**config.mk**
```make
export PLATFORM = sky130hd
export DESIGN_NAME = clock_supply_control
export DESIGN_NICKNAME = d
export VERILOG_FILES = /design/src/design/clock_supply_pkg.sv /design/src/design/clock_supply_control.sv /design/src/design/supply_selector.sv
export SDC_FILE = /design/constraint.sdc
export NUM_CORES = 1
export LEC_CHECK = 0
export ABC_AREA = 1
export BUFFER_PORTS_ARGS = -buffer_cell sky130_fd_sc_hd__buf_2
export CORE_ASPECT_RATIO = 0.8
export CORE_MARGIN = 2
export CORE_UTILIZATION = 50
export CTS_CLUSTER_SIZE = 12
export DETAILED_ROUTE_END_ITERATION = 7
export PLACE_DENSITY = 0.78
export SLEW_MARGIN = 20
export SYNTH_ARGS = -nofsm -noshare
export SYNTH_HDL_FRONTEND = slang
export SYNTH_SLANG_ARGS = --single-unit
export TNS_END_PERCENT = 1
```
**constraint.sdc**
```tcl
create_clock -name pclk -period 1.75 [get_ports pclk]
set_clock_uncertainty 0.05 [all_clocks]
set_input_delay 0.175 -clock pclk [delete_from_list [all_inputs] [get_ports pclk]]
set_output_delay 0.175 -clock pclk [all_outputs]
set_load 0.01 [all_outputs]
```
**src/design/clock_supply_pkg.sv**
```systemverilog
// ****************************************************************
// Shared constants and types for clock and supply control
// ****************************************************************
package clock_supply_pkg;

    // ************************************************************
    // Timing
    // ************************************************************
    localparam int unsigned CLK_HZ        = 200_000_000;
    localparam int unsigned CLK_PERIOD_NS = 5;
    // Nominal low-frequency clock made from the main oscillator
    localparam int unsigned SLOW_HZ          = 32_768;
    localparam int unsigned SLOW_HALF_CYCLES = CLK_HZ / (2 * SLOW_HZ);
    localparam logic [11:0] SLOW_HALF_LAST   = 12'(SLOW_HALF_CYCLES - 1);
    // Dead time with both supply switches open, least time
    localparam int unsigned BREAK_NS     = 100;
    localparam int unsigned BREAK_CYCLES = (BREAK_NS + CLK_PERIOD_NS - 1) / CLK_PERIOD_NS;
    localparam logic [4:0]  BREAK_LAST   = 5'(BREAK_CYCLES - 1);
    localparam logic [4:0]  BREAK_MIN    = 5'(BREAK_CYCLES);

    // ************************************************************
    // Register map: printed offsets are indexes, byte address is 4x
    // ************************************************************
    localparam logic [15:0] MASTER_CTL_INDEX = 16'h008F;
    localparam logic [15:0] CPU_DIV_INDEX    = 16'hFFA1;
    localparam logic [15:0] STATUS_INDEX     = 16'hFFA2;
    localparam logic [31:0] MASTER_CTL_ADDR  = {14'h0000, MASTER_CTL_INDEX, 2'h0};
    localparam logic [31:0] CPU_DIV_ADDR     = {14'h0000, CPU_DIV_INDEX, 2'h0};
    localparam logic [31:0] STATUS_ADDR      = {14'h0000, STATUS_INDEX, 2'h0};

    // ************************************************************
    // Field layouts and reset values
    // ************************************************************
    typedef struct packed {
        logic       fast_osc_disable;
        logic       keypad_clock_disable;
        logic       card_clock_disable;
        logic       usb_clock_disable;
        logic       slow_osc_disable;
        logic [2:0] vco_multiplier;
    } master_ctl_t;

    localparam master_ctl_t MASTER_CTL_RESET = 8'h0A;
    localparam int unsigned DIV_W            = 6;
    localparam logic [5:0]  CPU_DIV_RESET    = 6'h0C;

    typedef struct packed {
        logic keypad;
        logic card;
        logic usb;
    } clock_gate_t;

    typedef struct packed {
        logic bus_on;
        logic battery_on;
    } supply_switch_t;

    typedef struct packed {
        logic slow_from_main;
        logic processor_clock;
        logic battery_on;
        logic bus_on;
    } status_t;

    typedef enum logic [1:0] {
        SUP_OFF     = 2'b00,
        SUP_BUS     = 2'b01,
        SUP_BREAK   = 2'b10,
        SUP_BATTERY = 2'b11
    } supply_state_t;

endpackage

```
**src/design/clock_supply_control.sv**
```systemverilog
`timescale 1ns/10ps
module clock_supply_control (
    // APB slave
    input  wire logic                         pclk,
    input  wire logic                         presetn,
    input  wire logic                         psel,
    input  wire logic                         penable,
    input  wire logic                         pwrite,
    input  wire logic [31:0]                  paddr,
    input  wire logic [31:0]                  pwdata,
    input  wire logic [3:0]                   pstrb,
    output logic      [31:0]                  prdata,
    output logic                              pready,
    output logic                              pslverr,
    // Oscillators and PLL
    output logic                              fast_osc_enable,
    output logic      [2:0]                   vco_multiplier,
    output logic                              slow_osc_enable,
    input  wire logic                         slow_osc_clock,
    // Derived clocks
    output clock_supply_pkg::clock_gate_t     clock_gates,
    output logic                              slow_clock,
    output logic                              processor_clock_out_pin,
    // Supply selection
    input  wire logic                         bus_supply_present,
    input  wire logic                         battery_supply_present,
    output clock_supply_pkg::supply_switch_t  supply_switches
);

    // ************************************************************
    // Register file
    // ************************************************************
    clock_supply_pkg::master_ctl_t master_ctl;
    clock_supply_pkg::master_ctl_t next_master_ctl;
    logic [clock_supply_pkg::DIV_W-1:0] cpu_div;
    logic [clock_supply_pkg::DIV_W-1:0] next_cpu_div;
    logic [31:0]                        next_prdata;
    logic                               hit_master;
    logic                               hit_cpu;
    logic                               hit_status;
    logic                               mapped;
    logic                               wr_master;
    logic                               wr_cpu;
    clock_supply_pkg::status_t          status;

    // Address decode
    always_comb begin
        hit_master = 1'b0;
        hit_cpu    = 1'b0;
        hit_status = 1'b0;
        if (paddr == clock_supply_pkg::MASTER_CTL_ADDR) begin
            hit_master = 1'b1;
        end else if (paddr == clock_supply_pkg::CPU_DIV_ADDR) begin
            hit_cpu = 1'b1;
        end else if (paddr == clock_supply_pkg::STATUS_ADDR) begin
            hit_status = 1'b1;
        end
        mapped = hit_master | hit_cpu | hit_status;
    end

    // Zero wait states; unmapped addresses answer with an error
    assign pready    = 1'b1;
    assign pslverr   = psel & penable & ~mapped;
    assign wr_master = psel & penable & pwrite & hit_master & pstrb[0];
    assign wr_cpu    = psel & penable & pwrite & hit_cpu & pstrb[0];

    // Status word is a read-only snapshot; writes to it are ignored
    assign status.slow_from_main  = master_ctl.slow_osc_disable;
    assign status.processor_clock = processor_clock_out_pin;
    assign status.battery_on      = supply_switches.battery_on;
    assign status.bus_on          = supply_switches.bus_on;

    // Register writes in the access cycle; read data prepared in the setup cycle
    always_comb begin
        next_master_ctl = master_ctl;
        next_cpu_div    = cpu_div;
        next_prdata     = prdata;
        if (wr_master) begin
            next_master_ctl = clock_supply_pkg::master_ctl_t'(pwdata[7:0]);
        end
        if (wr_cpu) begin
            // Upper two bits are dropped, so they never store
            next_cpu_div = pwdata[clock_supply_pkg::DIV_W-1:0];
        end
        if (psel && !penable && !pwrite) begin
            if (hit_master) begin
                next_prdata = {24'h000000, master_ctl};
            end else if (hit_cpu) begin
                next_prdata = {26'h0, cpu_div};
            end else if (hit_status) begin
                next_prdata = {28'h0000000, status};
            end else begin
                next_prdata = 32'h00000000;
            end
        end
    end

    // Registers; divisor reset gives about 3.69 MHz at 96 MHz master
    always_ff @(posedge pclk or negedge presetn) begin
        if (!presetn) begin
            master_ctl <= clock_supply_pkg::MASTER_CTL_RESET;
            cpu_div    <= clock_supply_pkg::CPU_DIV_RESET;
            prdata     <= 32'h00000000;
        end else begin
            master_ctl <= next_master_ctl;
            cpu_div    <= next_cpu_div;
            prdata     <= next_prdata;
        end
    end

    // ************************************************************
    // Oscillator and PLL control
    // ************************************************************
    // Levels go straight from the register to the analog section
    assign fast_osc_enable = ~master_ctl.fast_osc_disable;
    assign vco_multiplier  = master_ctl.vco_multiplier;
    assign slow_osc_enable = ~master_ctl.slow_osc_disable;

    // ************************************************************
    // Processor clock divider
    // ************************************************************
    logic [clock_supply_pkg::DIV_W-1:0] half_cnt;
    logic [clock_supply_pkg::DIV_W-1:0] next_half_cnt;
    logic                               next_proc_clk;
    logic                               toggle_now;

    // Divisor 0 or 1 is not blocked; keeping clear of them is up to software
    // Toggle every divisor+1 cycles; >= lets a smaller divisor take hold
    always_comb begin
        next_half_cnt = half_cnt;
        next_proc_clk = processor_clock_out_pin;
        toggle_now    = 1'b0;
        if (!master_ctl.fast_osc_disable) begin
            if (half_cnt >= cpu_div) begin
                next_half_cnt = '0;
                next_proc_clk = ~processor_clock_out_pin;
                toggle_now    = 1'b1;
            end else begin
                next_half_cnt = half_cnt + 6'h01;
            end
        end
    end

    // Output pin from a flop, so it never glitches
    always_ff @(posedge pclk or negedge presetn) begin
        if (!presetn) begin
            half_cnt                <= '0;
            processor_clock_out_pin <= 1'b0;
        end else begin
            half_cnt                <= next_half_cnt;
            processor_clock_out_pin <= next_proc_clk;
        end
    end

    // ************************************************************
    // Peripheral gates and low-frequency clock
    // ************************************************************
    logic [11:0]                   slow_cnt;
    logic [11:0]                   next_slow_cnt;
    logic                          derived_slow;
    logic                          next_derived_slow;
    logic                          next_slow_clock;
    clock_supply_pkg::clock_gate_t next_gates;

    // Gates and slow clock choice; with the PLL stopped only the slow oscillator path runs
    always_comb begin
        next_slow_cnt     = slow_cnt;
        next_derived_slow = derived_slow;
        if (!master_ctl.fast_osc_disable) begin
            if (slow_cnt >= clock_supply_pkg::SLOW_HALF_LAST) begin
                next_slow_cnt     = 12'h000;
                next_derived_slow = ~derived_slow;
            end else begin
                next_slow_cnt = slow_cnt + 12'h001;
            end
        end
        // Slow oscillator pin is taken as synchronous; the mux is registered
        next_slow_clock = master_ctl.slow_osc_disable ? derived_slow
                                                      : slow_osc_clock;
        // A stopped PLL leaves nothing to gate, so every gate closes
        next_gates.keypad = ~(master_ctl.keypad_clock_disable
                              | master_ctl.fast_osc_disable);
        next_gates.card   = ~(master_ctl.card_clock_disable
                              | master_ctl.fast_osc_disable);
        next_gates.usb    = ~(master_ctl.usb_clock_disable
                              | master_ctl.fast_osc_disable);
    end

    // Registered gate levels for glitch-free clock gating cells
    always_ff @(posedge pclk or negedge presetn) begin
        if (!presetn) begin
            slow_cnt     <= 12'h000;
            derived_slow <= 1'b0;
            slow_clock   <= 1'b0;
            clock_gates  <= '0;
        end else begin
            slow_cnt     <= next_slow_cnt;
            derived_slow <= next_derived_slow;
            slow_clock   <= next_slow_clock;
            clock_gates  <= next_gates;
        end
    end

    // ************************************************************
    // Supply selection
    // ************************************************************
    supply_selector u_supply_selector (
        .pclk                   (pclk),
        .presetn                (presetn),
        .bus_supply_present     (bus_supply_present),
        .battery_supply_present (battery_supply_present),
        .supply_switches        (supply_switches)
    );

    // ************************************************************
    // Checks
    // ************************************************************
    logic [clock_supply_pkg::DIV_W-1:0] since_toggle;
    logic                               steady;

    // Helper: cycles since last toggle, trusted only after a clean one
    // Long stops wrap the count; clearing steady keeps those periods unchecked
    always_ff @(posedge pclk or negedge presetn) begin
        if (!presetn) begin
            since_toggle <= '0;
            steady       <= 1'b0;
        end else begin
            since_toggle <= toggle_now ? '0 : since_toggle + 6'h01;
            steady       <= (wr_cpu || master_ctl.fast_osc_disable) ? 1'b0 :
                            (toggle_now ? 1'b1 : steady);
        end
    end

    a_osc_stop: assert property (@(posedge pclk) disable iff (!presetn)
        (wr_master && pwdata[7]) |=> !fast_osc_enable ##1 $stable(processor_clock_out_pin))
        else $error("fast oscillator not stopped");
    a_keypad_gate: assert property (@(posedge pclk) disable iff (!presetn)
        (wr_master && pwdata[6]) |=> ##1 !clock_gates.keypad)
        else $error("keypad clock not gated");
    a_card_gate: assert property (@(posedge pclk) disable iff (!presetn)
        (wr_master && pwdata[5]) |=> ##1 !clock_gates.card)
        else $error("card clock not gated");
    a_usb_gate: assert property (@(posedge pclk) disable iff (!presetn)
        (wr_master && pwdata[4]) |=> ##1 !clock_gates.usb)
        else $error("usb clock not gated");
    a_slow_source: assert property (@(posedge pclk) disable iff (!presetn)
        1'b1 |=> (slow_clock == ($past(master_ctl.slow_osc_disable) ? $past(derived_slow)
                                                                  : $past(slow_osc_clock))))
        else $error("slow clock source wrong");
    a_slow_half: assert property (@(posedge pclk) disable iff (!presetn)
        (slow_cnt == clock_supply_pkg::SLOW_HALF_LAST && !master_ctl.fast_osc_disable)
        |=> (derived_slow != $past(derived_slow)) ##1 $stable(derived_slow))
        else $error("derived slow clock half period wrong");
    a_vco_field: assert property (@(posedge pclk) disable iff (!presetn)
        wr_master |=> (vco_multiplier == $past(pwdata[2:0])))
        else $error("multiplier not taken from write");
    a_cpu_period: assert property (@(posedge pclk) disable iff (!presetn)
        (toggle_now && steady) |-> (since_toggle == cpu_div))
        else $error("processor clock half period wrong");
    a_upper_zero: assert property (@(posedge pclk) disable iff (!presetn)
        (psel && !penable && !pwrite && hit_cpu)
        |=> (prdata[7:6] == 2'h0 && prdata[5:0] == cpu_div))
        else $error("divider read back wrong");
    a_div_reset: assert property (@(posedge pclk)
        $rose(presetn) |-> (cpu_div == clock_supply_pkg::CPU_DIV_RESET))
        else $error("divider reset value wrong");
    // Stopped oscillator must freeze the processor clock and close the gates
    a_fast_gates: assert property (@(posedge pclk) disable iff (!presetn)
        master_ctl.fast_osc_disable |=> (clock_gates == '0))
        else $error("clock gates open with oscillator stopped");
    a_proc_frozen: assert property (@(posedge pclk) disable iff (!presetn)
        master_ctl.fast_osc_disable |=> $stable(processor_clock_out_pin))
        else $error("processor clock ran with oscillator stopped");
    a_div_write: assert property (@(posedge pclk) disable iff (!presetn)
        wr_cpu |=> (cpu_div == $past(pwdata[5:0])))
        else $error("divisor not taken from write");

    c_master_write: cover property (@(posedge pclk) disable iff (!presetn) wr_master);
    c_div_change: cover property (@(posedge pclk) disable iff (!presetn)
        wr_cpu ##[1:300] (toggle_now && steady));
    c_slow_main: cover property (@(posedge pclk) disable iff (!presetn)
        master_ctl.slow_osc_disable && $changed(slow_clock));
    c_fast_stop: cover property (@(posedge pclk) disable iff (!presetn) $fell(fast_osc_enable));

endmodule // clock_supply_control

```
**src/design/supply_selector.sv**
```systemverilog
`timescale 1ns/10ps
// ****************************************************************
// Break-before-make selection between bus and battery supply
// ****************************************************************
module supply_selector (
    // Clock and reset
    input  wire logic                        pclk,
    input  wire logic                        presetn,
    // Supply detection
    input  wire logic                        bus_supply_present,
    input  wire logic                        battery_supply_present,
    // Switch drive
    output clock_supply_pkg::supply_switch_t supply_switches
);

    clock_supply_pkg::supply_state_t state;
    clock_supply_pkg::supply_state_t next_state;
    logic [4:0]                      gap;
    logic [4:0]                      next_gap;
    clock_supply_pkg::supply_switch_t next_switches;

    // Source choice; bus always wins over battery
    always_comb begin
        next_state = state;
        next_gap   = gap;
        case (state)
            clock_supply_pkg::SUP_OFF: begin
                if (bus_supply_present) begin
                    next_state = clock_supply_pkg::SUP_BUS;
                end else if (battery_supply_present) begin
                    next_state = clock_supply_pkg::SUP_BATTERY;
                end
            end
            clock_supply_pkg::SUP_BUS: begin
                if (!bus_supply_present) begin
                    next_state = clock_supply_pkg::SUP_BREAK;
                    next_gap   = 5'h00;
                end
            end
            clock_supply_pkg::SUP_BATTERY: begin
                if (bus_supply_present || !battery_supply_present) begin
                    next_state = clock_supply_pkg::SUP_BREAK;
                    next_gap   = 5'h00;
                end
            end
            default: begin
                // Both open; wait out the dead time before closing one
                if (gap >= clock_supply_pkg::BREAK_LAST) begin
                    next_state = clock_supply_pkg::SUP_OFF;
                end else begin
                    next_gap = gap + 5'h01;
                end
            end
        endcase
        next_switches.bus_on     = (next_state == clock_supply_pkg::SUP_BUS);
        next_switches.battery_on = (next_state == clock_supply_pkg::SUP_BATTERY);
    end

    // Switch drive is registered so no decode glitch reaches the FETs
    always_ff @(posedge pclk or negedge presetn) begin
        if (!presetn) begin
            state           <= clock_supply_pkg::SUP_OFF;
            gap             <= 5'h00;
            supply_switches <= '0;
        end else begin
            state           <= next_state;
            gap             <= next_gap;
            supply_switches <= next_switches;
        end
    end

    // ************************************************************
    // Checks
    // ************************************************************
    localparam int SETTLE_MAX = 26;
    logic [4:0] open_run;
    logic       ever_closed;

    // Helper: cycles with both switches open, saturating
    always_ff @(posedge pclk or negedge presetn) begin
        if (!presetn) begin
            open_run    <= 5'h00;
            ever_closed <= 1'b0;
        end else begin
            open_run    <= (supply_switches != '0) ? 5'h00 :
                           (open_run == 5'h1F) ? open_run : open_run + 5'h01;
            ever_closed <= ever_closed | (supply_switches != '0);
        end
    end

    a_never_both: assert property (@(posedge pclk) disable iff (!presetn)
        !(supply_switches.bus_on && supply_switches.battery_on))
        else $error("both supply switches closed");
    a_dead_time: assert property (@(posedge pclk) disable iff (!presetn)
        (ever_closed && ($rose(supply_switches.bus_on) || $rose(supply_switches.battery_on)))
        |-> $past(open_run) >= clock_supply_pkg::BREAK_MIN)
        else $error("supply switch closed before dead time");
    a_bus_priority: assert property (@(posedge pclk) disable iff (!presetn)
        $rose(bus_supply_present) |-> ##[1:SETTLE_MAX]
        (supply_switches.bus_on || !bus_supply_present))
        else $error("bus supply not selected in time");
    c_switchover: cover property (@(posedge pclk) disable iff (!presetn)
        $fell(supply_switches.bus_on) ##[1:SETTLE_MAX] supply_switches.battery_on);

endmodule // supply_selector

```
==> results by group, run 1 <==
Detailed routing
  – Routed wire per std cell: around 12 microns
  – Pre-antenna DRT Iters: 4
  – Vias per inst: 4.745
  – Antenna Violating Nets Remaining: 0
  – Remaining DRCs: 0
  – Routed Wire Length: 7344 microns
  – Iteration-0 DRC Markers: ~180
  – Vias: 3027

Final layout
  – Multi-input gate area: 1640 sq um
  – Most common cell after layout, fill and taps aside: nand2_1
  – Sequential cell area: around 1400 sq um
  – # fillers: 602
  – Fin cells: between 600 and 700
  – Antenna diode count: 0
  – Share of cells above drive strength 1: 0.2305
  – Fin nets: 636
  – Most frequent cells in the layout: nand2_1, inv_1, buf_2, dfrtp_1, nor2_1
  – Synth-to-Final Area Change: 15.67%

Global routing
  – GRT Overall Usage: 0.2067
  – Vias in the first global route: a little under 3000
  – Total grt overflow: 0
  – Largest net degree at the start of global routing: 37
  – Initial antenna violation count: 0
  – First-pass GRT wire length: 12990 microns

Clock tree
  – Clk sinks: 55
  – CTS HTree Levels: 2
  – CTS buffer count: 5
  – Clk Latency, worst-skew pair: approximately 0.32 ns
  – CTS tree: done
  – Clk slew on worst S/H paths: 0.11 ns
  – CTS root buffer: clkbuf_8
  – Clock Path Buffers: 2

Setup path
  – Worst R2R Start: cpu_div[2]
  – R2R setup slack: -0.002 ns
  – Worst path required time: 1.90 ns
  – Critical Path End Type: register
  – Critical path class: register to register
  – R2r worst-path depth: 9
  – RR Endpoint: processor_clock_out_pin
  – Setup crit start kind: register
  – Worst-path fanout max: 3
  – Crit path DAT: 1.90 ns

Place
  – IO Port Bufs: 69
  – Setup WS pre-CTS: -0.04044 ns
  – DPL Wire Length: 5780 microns
  – GPL Wtd Cong: between 0.8 and 0.9
  – Cell Count Post-Placement: 626

Synthesis
  – Xor/xnor share of the synthesized area: 0.02027
  – Adder-Cell Fraction of Synth Area: 0.03619
  – Warnings from Yosys: 0
  – Synth Instances: between 400 and 500
  – Largest family of logic cells by synthesized area: simple AND/OR/NAND/NOR gates
  – Async SR Flop Fraction: 1.000
  – Post-synthesis compound-gate area fraction: 0.05356
  – Yosys reg bits: 55
  – Share of the synthesized area in the top cell type: 0.3692
  – Post-Syn Area: 3457 sq um
  – Cell accounting for the most synthesized area: dfrtp_1
  – Yosys cell types: 38
  – Top cells by area, synth: dfrtp_1, nand2_1, inv_1
  – Post-Syn Area per Cell: about 7.4 sq um
  – Synth Area in Simple Gates: 0.3333
  – Post-synth EDFFs: 0
  – Post-synthesis mux area share: 0
  – Top_reg_cell synth: dfrtp_1
  – Post-synthesis sequential area ratio: 0.3996

STA
  – Pins Over Slew Limit: 0
  – Post-layout minimum cycle time: 1.752 ns
  – Final Worst Setup Slack: -0.001690 ns
  – Highest Clock Rate: 570.9 MHz
  – Setup repair after global routing missed its margin: yes
  – Fin crit share: 1.001
  – Setup tns final: -0.001690 ns
  – Hold Fails Final Rpt: 0
  – Final setup fails: 1

Hold path
  – Hold Crit Endpoint: slow_clock
  – Hold path cells: 3
  – Min-delay src: slow_osc_clock
  – Hold Path Class: input pin to register

Status
  – Status: finished with violations
  – Violated checks: setup timing

Power
  – Design Power: 2.748 mW
  – Pleak: 2.255 nW
  – Pwr Density: between 600 and 700 nW/um^2
  – Maximum vdd drop: about 600 uV

Floorplanning
  – Die Span X: 96.97 microns
  – # rows: 27
  – Die Ht: 78.37 microns
  – # IOs: 122
  – Die area: 7599 sq um
  – Core Footprint: 6790 sq um
  – Starting Density: 0.5091

Run
  – Max Cap Viol: 0
==> registers in the layout (all words and copies together) (netlist names) <==
register and cells:
slow_cnt 12, prdata 8, cpu_div 6, half_cnt 6, master_ctl 5, u_supply_selector.gap 5
clock_gates 3, vco_multiplier 3, u_supply_selector.state 2, u_supply_selector.supply_switches 2, derived_slow 1, processor_clock_out_pin 1
slow_clock 1
==> repair_timing <==
action	4_1_cts	5_1_grt
gates resized for setup	3	4
endpoints found under the hold margin	18	1
hold buffers	1	1
endpoints found under the setup margin	4	16
pin swaps	2	2
buffers inserted	2	0
==> metrics by stage <==
step | hold slack [ns] | utilization | area (sq um)
2_1_floorplan | -0.1706 | - | 3543
3_3_place_gp | 0.1105 | 0.5648 | 3835
3_5_place_dp | 0.1065 | 0.5648 | 3835
4_1_cts | 0.005002 | 0.5861 | 3980
5_1_grt | 0.01337 | 0.5889 | 3999
6_report | 0.008090 | 0.5889 | 3999
==> cell usage after synthesis (2+ instances only) <==
cell / count
nor3_2: 2
and3_1: 2
buf_2: 2
a21oi_1: 6
nor2_8: 2
or2_1: 2
nor2_1: 50
nand2_1: 137
o21ai_2: 4
dfstp_2: 4
ha_1: 10
buf_4: 29
nand2_4: 2
nor3_1: 5
nor2_2: 2
inv_2: 8
xnor2_1: 2
nand4_1: 6
nor2_4: 3
xor2_1: 6
dfrtp_1: 51
nand3_1: 31
conb_1: 2
o21ai_0: 18
inv_1: 69
nand2_2: 3
==> worst max-delay path by stage <==
stage	startpoint	end	slack (ns)	cells after the start
6_report	cpu_div[2]	processor_clock_out_pin	-0.002	9
5_1_grt	cpu_div[2]	processor_clock_out_pin	-0.06	9
2_1_floorplan	cpu_div[3]	half_cnt[2]	0.14	9
3_5_place_dp	cpu_div[3]	half_cnt[3]	-0.04	9
3_3_place_gp	cpu_div[3]	half_cnt[2]	0.07	9
4_1_cts	cpu_div[2]	processor_clock_out_pin	0.004	9
==> routing by layer <==
layer,GRT usage,up-vias,wire [microns]
met5,0,-,0
met4,0.04225,0,80
met3,0.04720,10,330
met2,0.3549,76,3497
met1,0.2711,1394,3434
li1,-,1547,-
==> area by class of cell <==
class | instances | area share
well taps | 87 | 0.02722
inverters | 78 | 0.07322
repair buffers | 82 | 0.1151
clock inverters | 3 | 0.01158
multi-input cells | 328 | 0.4102
flip-flops and latches | 55 | 0.3454
clock buffers | 5 | 0.01721
==> logic make-up (layout without fill, tap and decap cells) <==
| logic type | Yosys count | in the layout |
|---|---|---|
| and+or+nand+nor | 253 | 253 |
| AOI/OAI and AO/OA | 32 | 32 |
| other | 2 | 25 |
| buffers and inverters | 110 | 168 |
| adders and majority gates | 10 | 10 |
| DFF | 55 | 55 |
| xor gates and xnor gates | 8 | 8 |
==> critical path, stage by stage, from the launching register on <==
cell and delay, ns:
dfstp_2 0.57, inv_1 0.05, ha_1 0.27, nand2_1 0.06, inv_1 0.06, nand4_1 0.08
nand4_1 0.15, nand2_1 0.09, buf_4 0.14, xnor2_1 0.11
==> power breakdown <==
part | switching, mW | internal (mW)
clock | 0.435 | 0.432
combinational | 0.281 | 0.187
sequential | 0.0697 | 1.34
total | 0.785 | 1.96
No activity file was read; power rests on OpenSTA's default activity.
==> run 2, diff against run 1 <==
PLACE_DENSITY = 0.8   (was 0.78)
==> run 2 against run 1 <==
The flow now finishes without violations. Maximum frequency up 1.3%. Sequential power about the same. Final area down 0.22%. Register-to-register slack better by 0.02 ns. Sequential cell count unchanged. Combinational power about the same. Via count up 0.86%. Total power down 5.2%. Hold slack better by 0.00065 ns. Clock power down 17%. Critical endpoint unchanged. Largest cell class unchanged.
==> results by group, run 2 (same netlist as run 1, synthesis figures left out) <==
Detailed routing
  – Wire length on met3: approximately 280 microns
  – Routed Wire Length: 7429 microns
  – Antenna Violating Nets Remaining: 0
  – Vias per inst: 4.793
  – DR top layer: met4
  – Iteration-0 DRC Markers: 152
  – Remaining DRCs: 0
  – Met1 WL: 3479 microns
  – Routed wire per std cell: approximately 12 microns
  – Met2 Routed Length: approximately 3500 microns
  – Vias: 3053
  – Pre-antenna DRT Iters: 4

STA
  – Highest Clock Rate: around 580 MHz
  – Fin crit share: 0.9879
  – Final setup fails: 0
  – Pins Over Slew Limit: 0
  – Hold Fails Final Rpt: 0
  – Post-layout minimum cycle time: 1.729 ns
  – Setup repair after global routing missed its margin: yes
  – Hold WS: 0.008742 ns

Setup path
  – R2r worst-path depth: 9
  – Setup crit start kind: register
  – RR Endpoint: processor_clock_out_pin
  – Critical path class: register to register
  – Crit path DAT: 1.90 ns
  – Worst-path fanout max: 2
  – Worst path required time: 1.92 ns
  – R2R setup slack: 0.02 ns
  – Critical Path End Type: register
  – Worst R2R Start: cpu_div[3]

Floorplanning
  – Starting Density: 0.5091
  – Die area: 7599 sq um
  – # rows: 27
  – Die Ht: between 70 and 80 microns
  – Core Footprint: 6790 sq um
  – Die Span X: 96.97 microns
  – # IOs: 122

Clock tree
  – Clk slew on worst S/H paths: 0.11 ns
  – CTS HTree Levels: 2
  – Clk Latency, worst-skew pair: around 0.32 ns
  – Clk sinks: 55
  – Clock Path Buffers: 2
  – CTS tree: done
  – CTS root buffer: clkbuf_8
  – CTS buffer count: 5

Global routing
  – Vias in the first global route: ~2900
  – Initial antenna violation count: 0
  – First-pass GRT wire length: 12500 microns
  – GRT Overall Usage: 0.2012
  – Total grt overflow: 0
  – Largest net degree at the start of global routing: 56

Final layout
  – Largest Register: slow_cnt
  – Most frequent cells in the layout: nand2_1, buf_2, inv_1, dfrtp_1, nor2_1
  – Synth-to-Final Area Change: 15.42%
  – Most common cell after layout, fill and taps aside: nand2_1
  – Biggest regs: slow_cnt (12), prdata (8)
  – Final core occ: 0.5876
  – Largest register FFs: 12
  – # fillers: 602
  – Fin nets: ~640
  – Antenna diode count: 0
  – Share of cells above drive strength 1: 0.2418

Hold path
  – Min-delay src: slow_osc_clock
  – Hold Path Class: input pin to register
  – Hold path cells: 3
  – Hold Crit Endpoint: slow_clock

Power
  – Maximum vdd drop: ~570 uV
  – Design Power: 2.605 mW
  – Pwr Density: 652.8 nW/um^2
  – Pleak: 2.241 nW

Run
  – Max Cap Viol: 0

Place
  – IO Port Bufs: 69
  – GPL Wtd Cong: approximately 0.94
  – DPL Wire Length: 5717 microns

Status
  – Status: finished, final reports clean
[run 2: what timing repair did]
item | 4_1_cts | 5_1_grt
endpoints found under the hold margin | 51 | 1
hold buffers | 1 | 1
buffers inserted | 2 | 1
pin swaps | 2 | 7
cloned | 0 | 0
gates resized for setup | 0 | 14
endpoints found under the setup margin | 3 | 18
[run 2: worst max-delay path by stage]
stage,from,to,slack [ns],cells after the start
3_3_place_gp,cpu_div[3],half_cnt[2],0.08,9
3_5_place_dp,cpu_div[3],half_cnt[2],-0.02,9
2_1_floorplan,cpu_div[3],half_cnt[2],0.14,9
5_1_grt,cpu_div[1],half_cnt[0],-0.1,10
6_report,cpu_div[3],processor_clock_out_pin,0.02,9
4_1_cts,cpu_div[3],half_cnt[2],0.01,9
[run 2: final cells by class]
| type | instances | area [sq um] | share of cell area |
|---|---|---|---|
| well taps | 87 | 108.9 | 0.02728 |
| repair buffers | 81 | 452.9 | 0.1135 |
| clock inverters | 3 | 18.77 | 0.004704 |
| flip-flops and latches | 55 | 1381 | 0.3462 |
| inverters | 78 | 292.8 | 0.07338 |
| clock buffers | 5 | 68.82 | 0.01725 |
| multi-input cells | 328 | 1667 | 0.4177 |
[run 2: critical path, stage by stage (launching register included)]
cell     delay, ns
dfstp_2       0.56
inv_2         0.05
ha_4          0.27
nand2_2       0.05
nor2_1        0.11
o21ai_1       0.09
nand4_1       0.12
nand2_1       0.08
buf_4         0.14
xnor2_1       0.11
[run 2: report_power, final]
part	internal (mW)	total, mW	switching [mW]
Sequential	1.34	1.41	0.0691
Combinational	0.187	0.471	0.285
Clock	0.283	0.720	0.437
[run 2: routing by layer]
metal | track usage | up-vias
li1 | - | 1550
met1 | 0.2534 | 1426
met2 | 0.3521 | 63
met3 | 0.03918 | 14
met4 | 0.06338 | 0
met5 | 0 | -
[run 2: metrics by stage]
| step | instance area [sq um] | worst slack, ns | cells | TNS [ns] |
|---|---|---|---|---|
| 2_1_floorplan | 3543 | 0.1397 | 493 | 0 |
| 3_3_place_gp | 3820 | 0.07719 | 624 | 0 |
| 6_report | 3990 | 0.02115 | 637 | 0 |
| 3_5_place_dp | 3820 | -0.02224 | 624 | -0.02224 |
| 4_1_cts | 3933 | 0.01093 | 635 | 0 |
| 5_1_grt | 3990 | -0.09901 | 637 | -0.5734 |
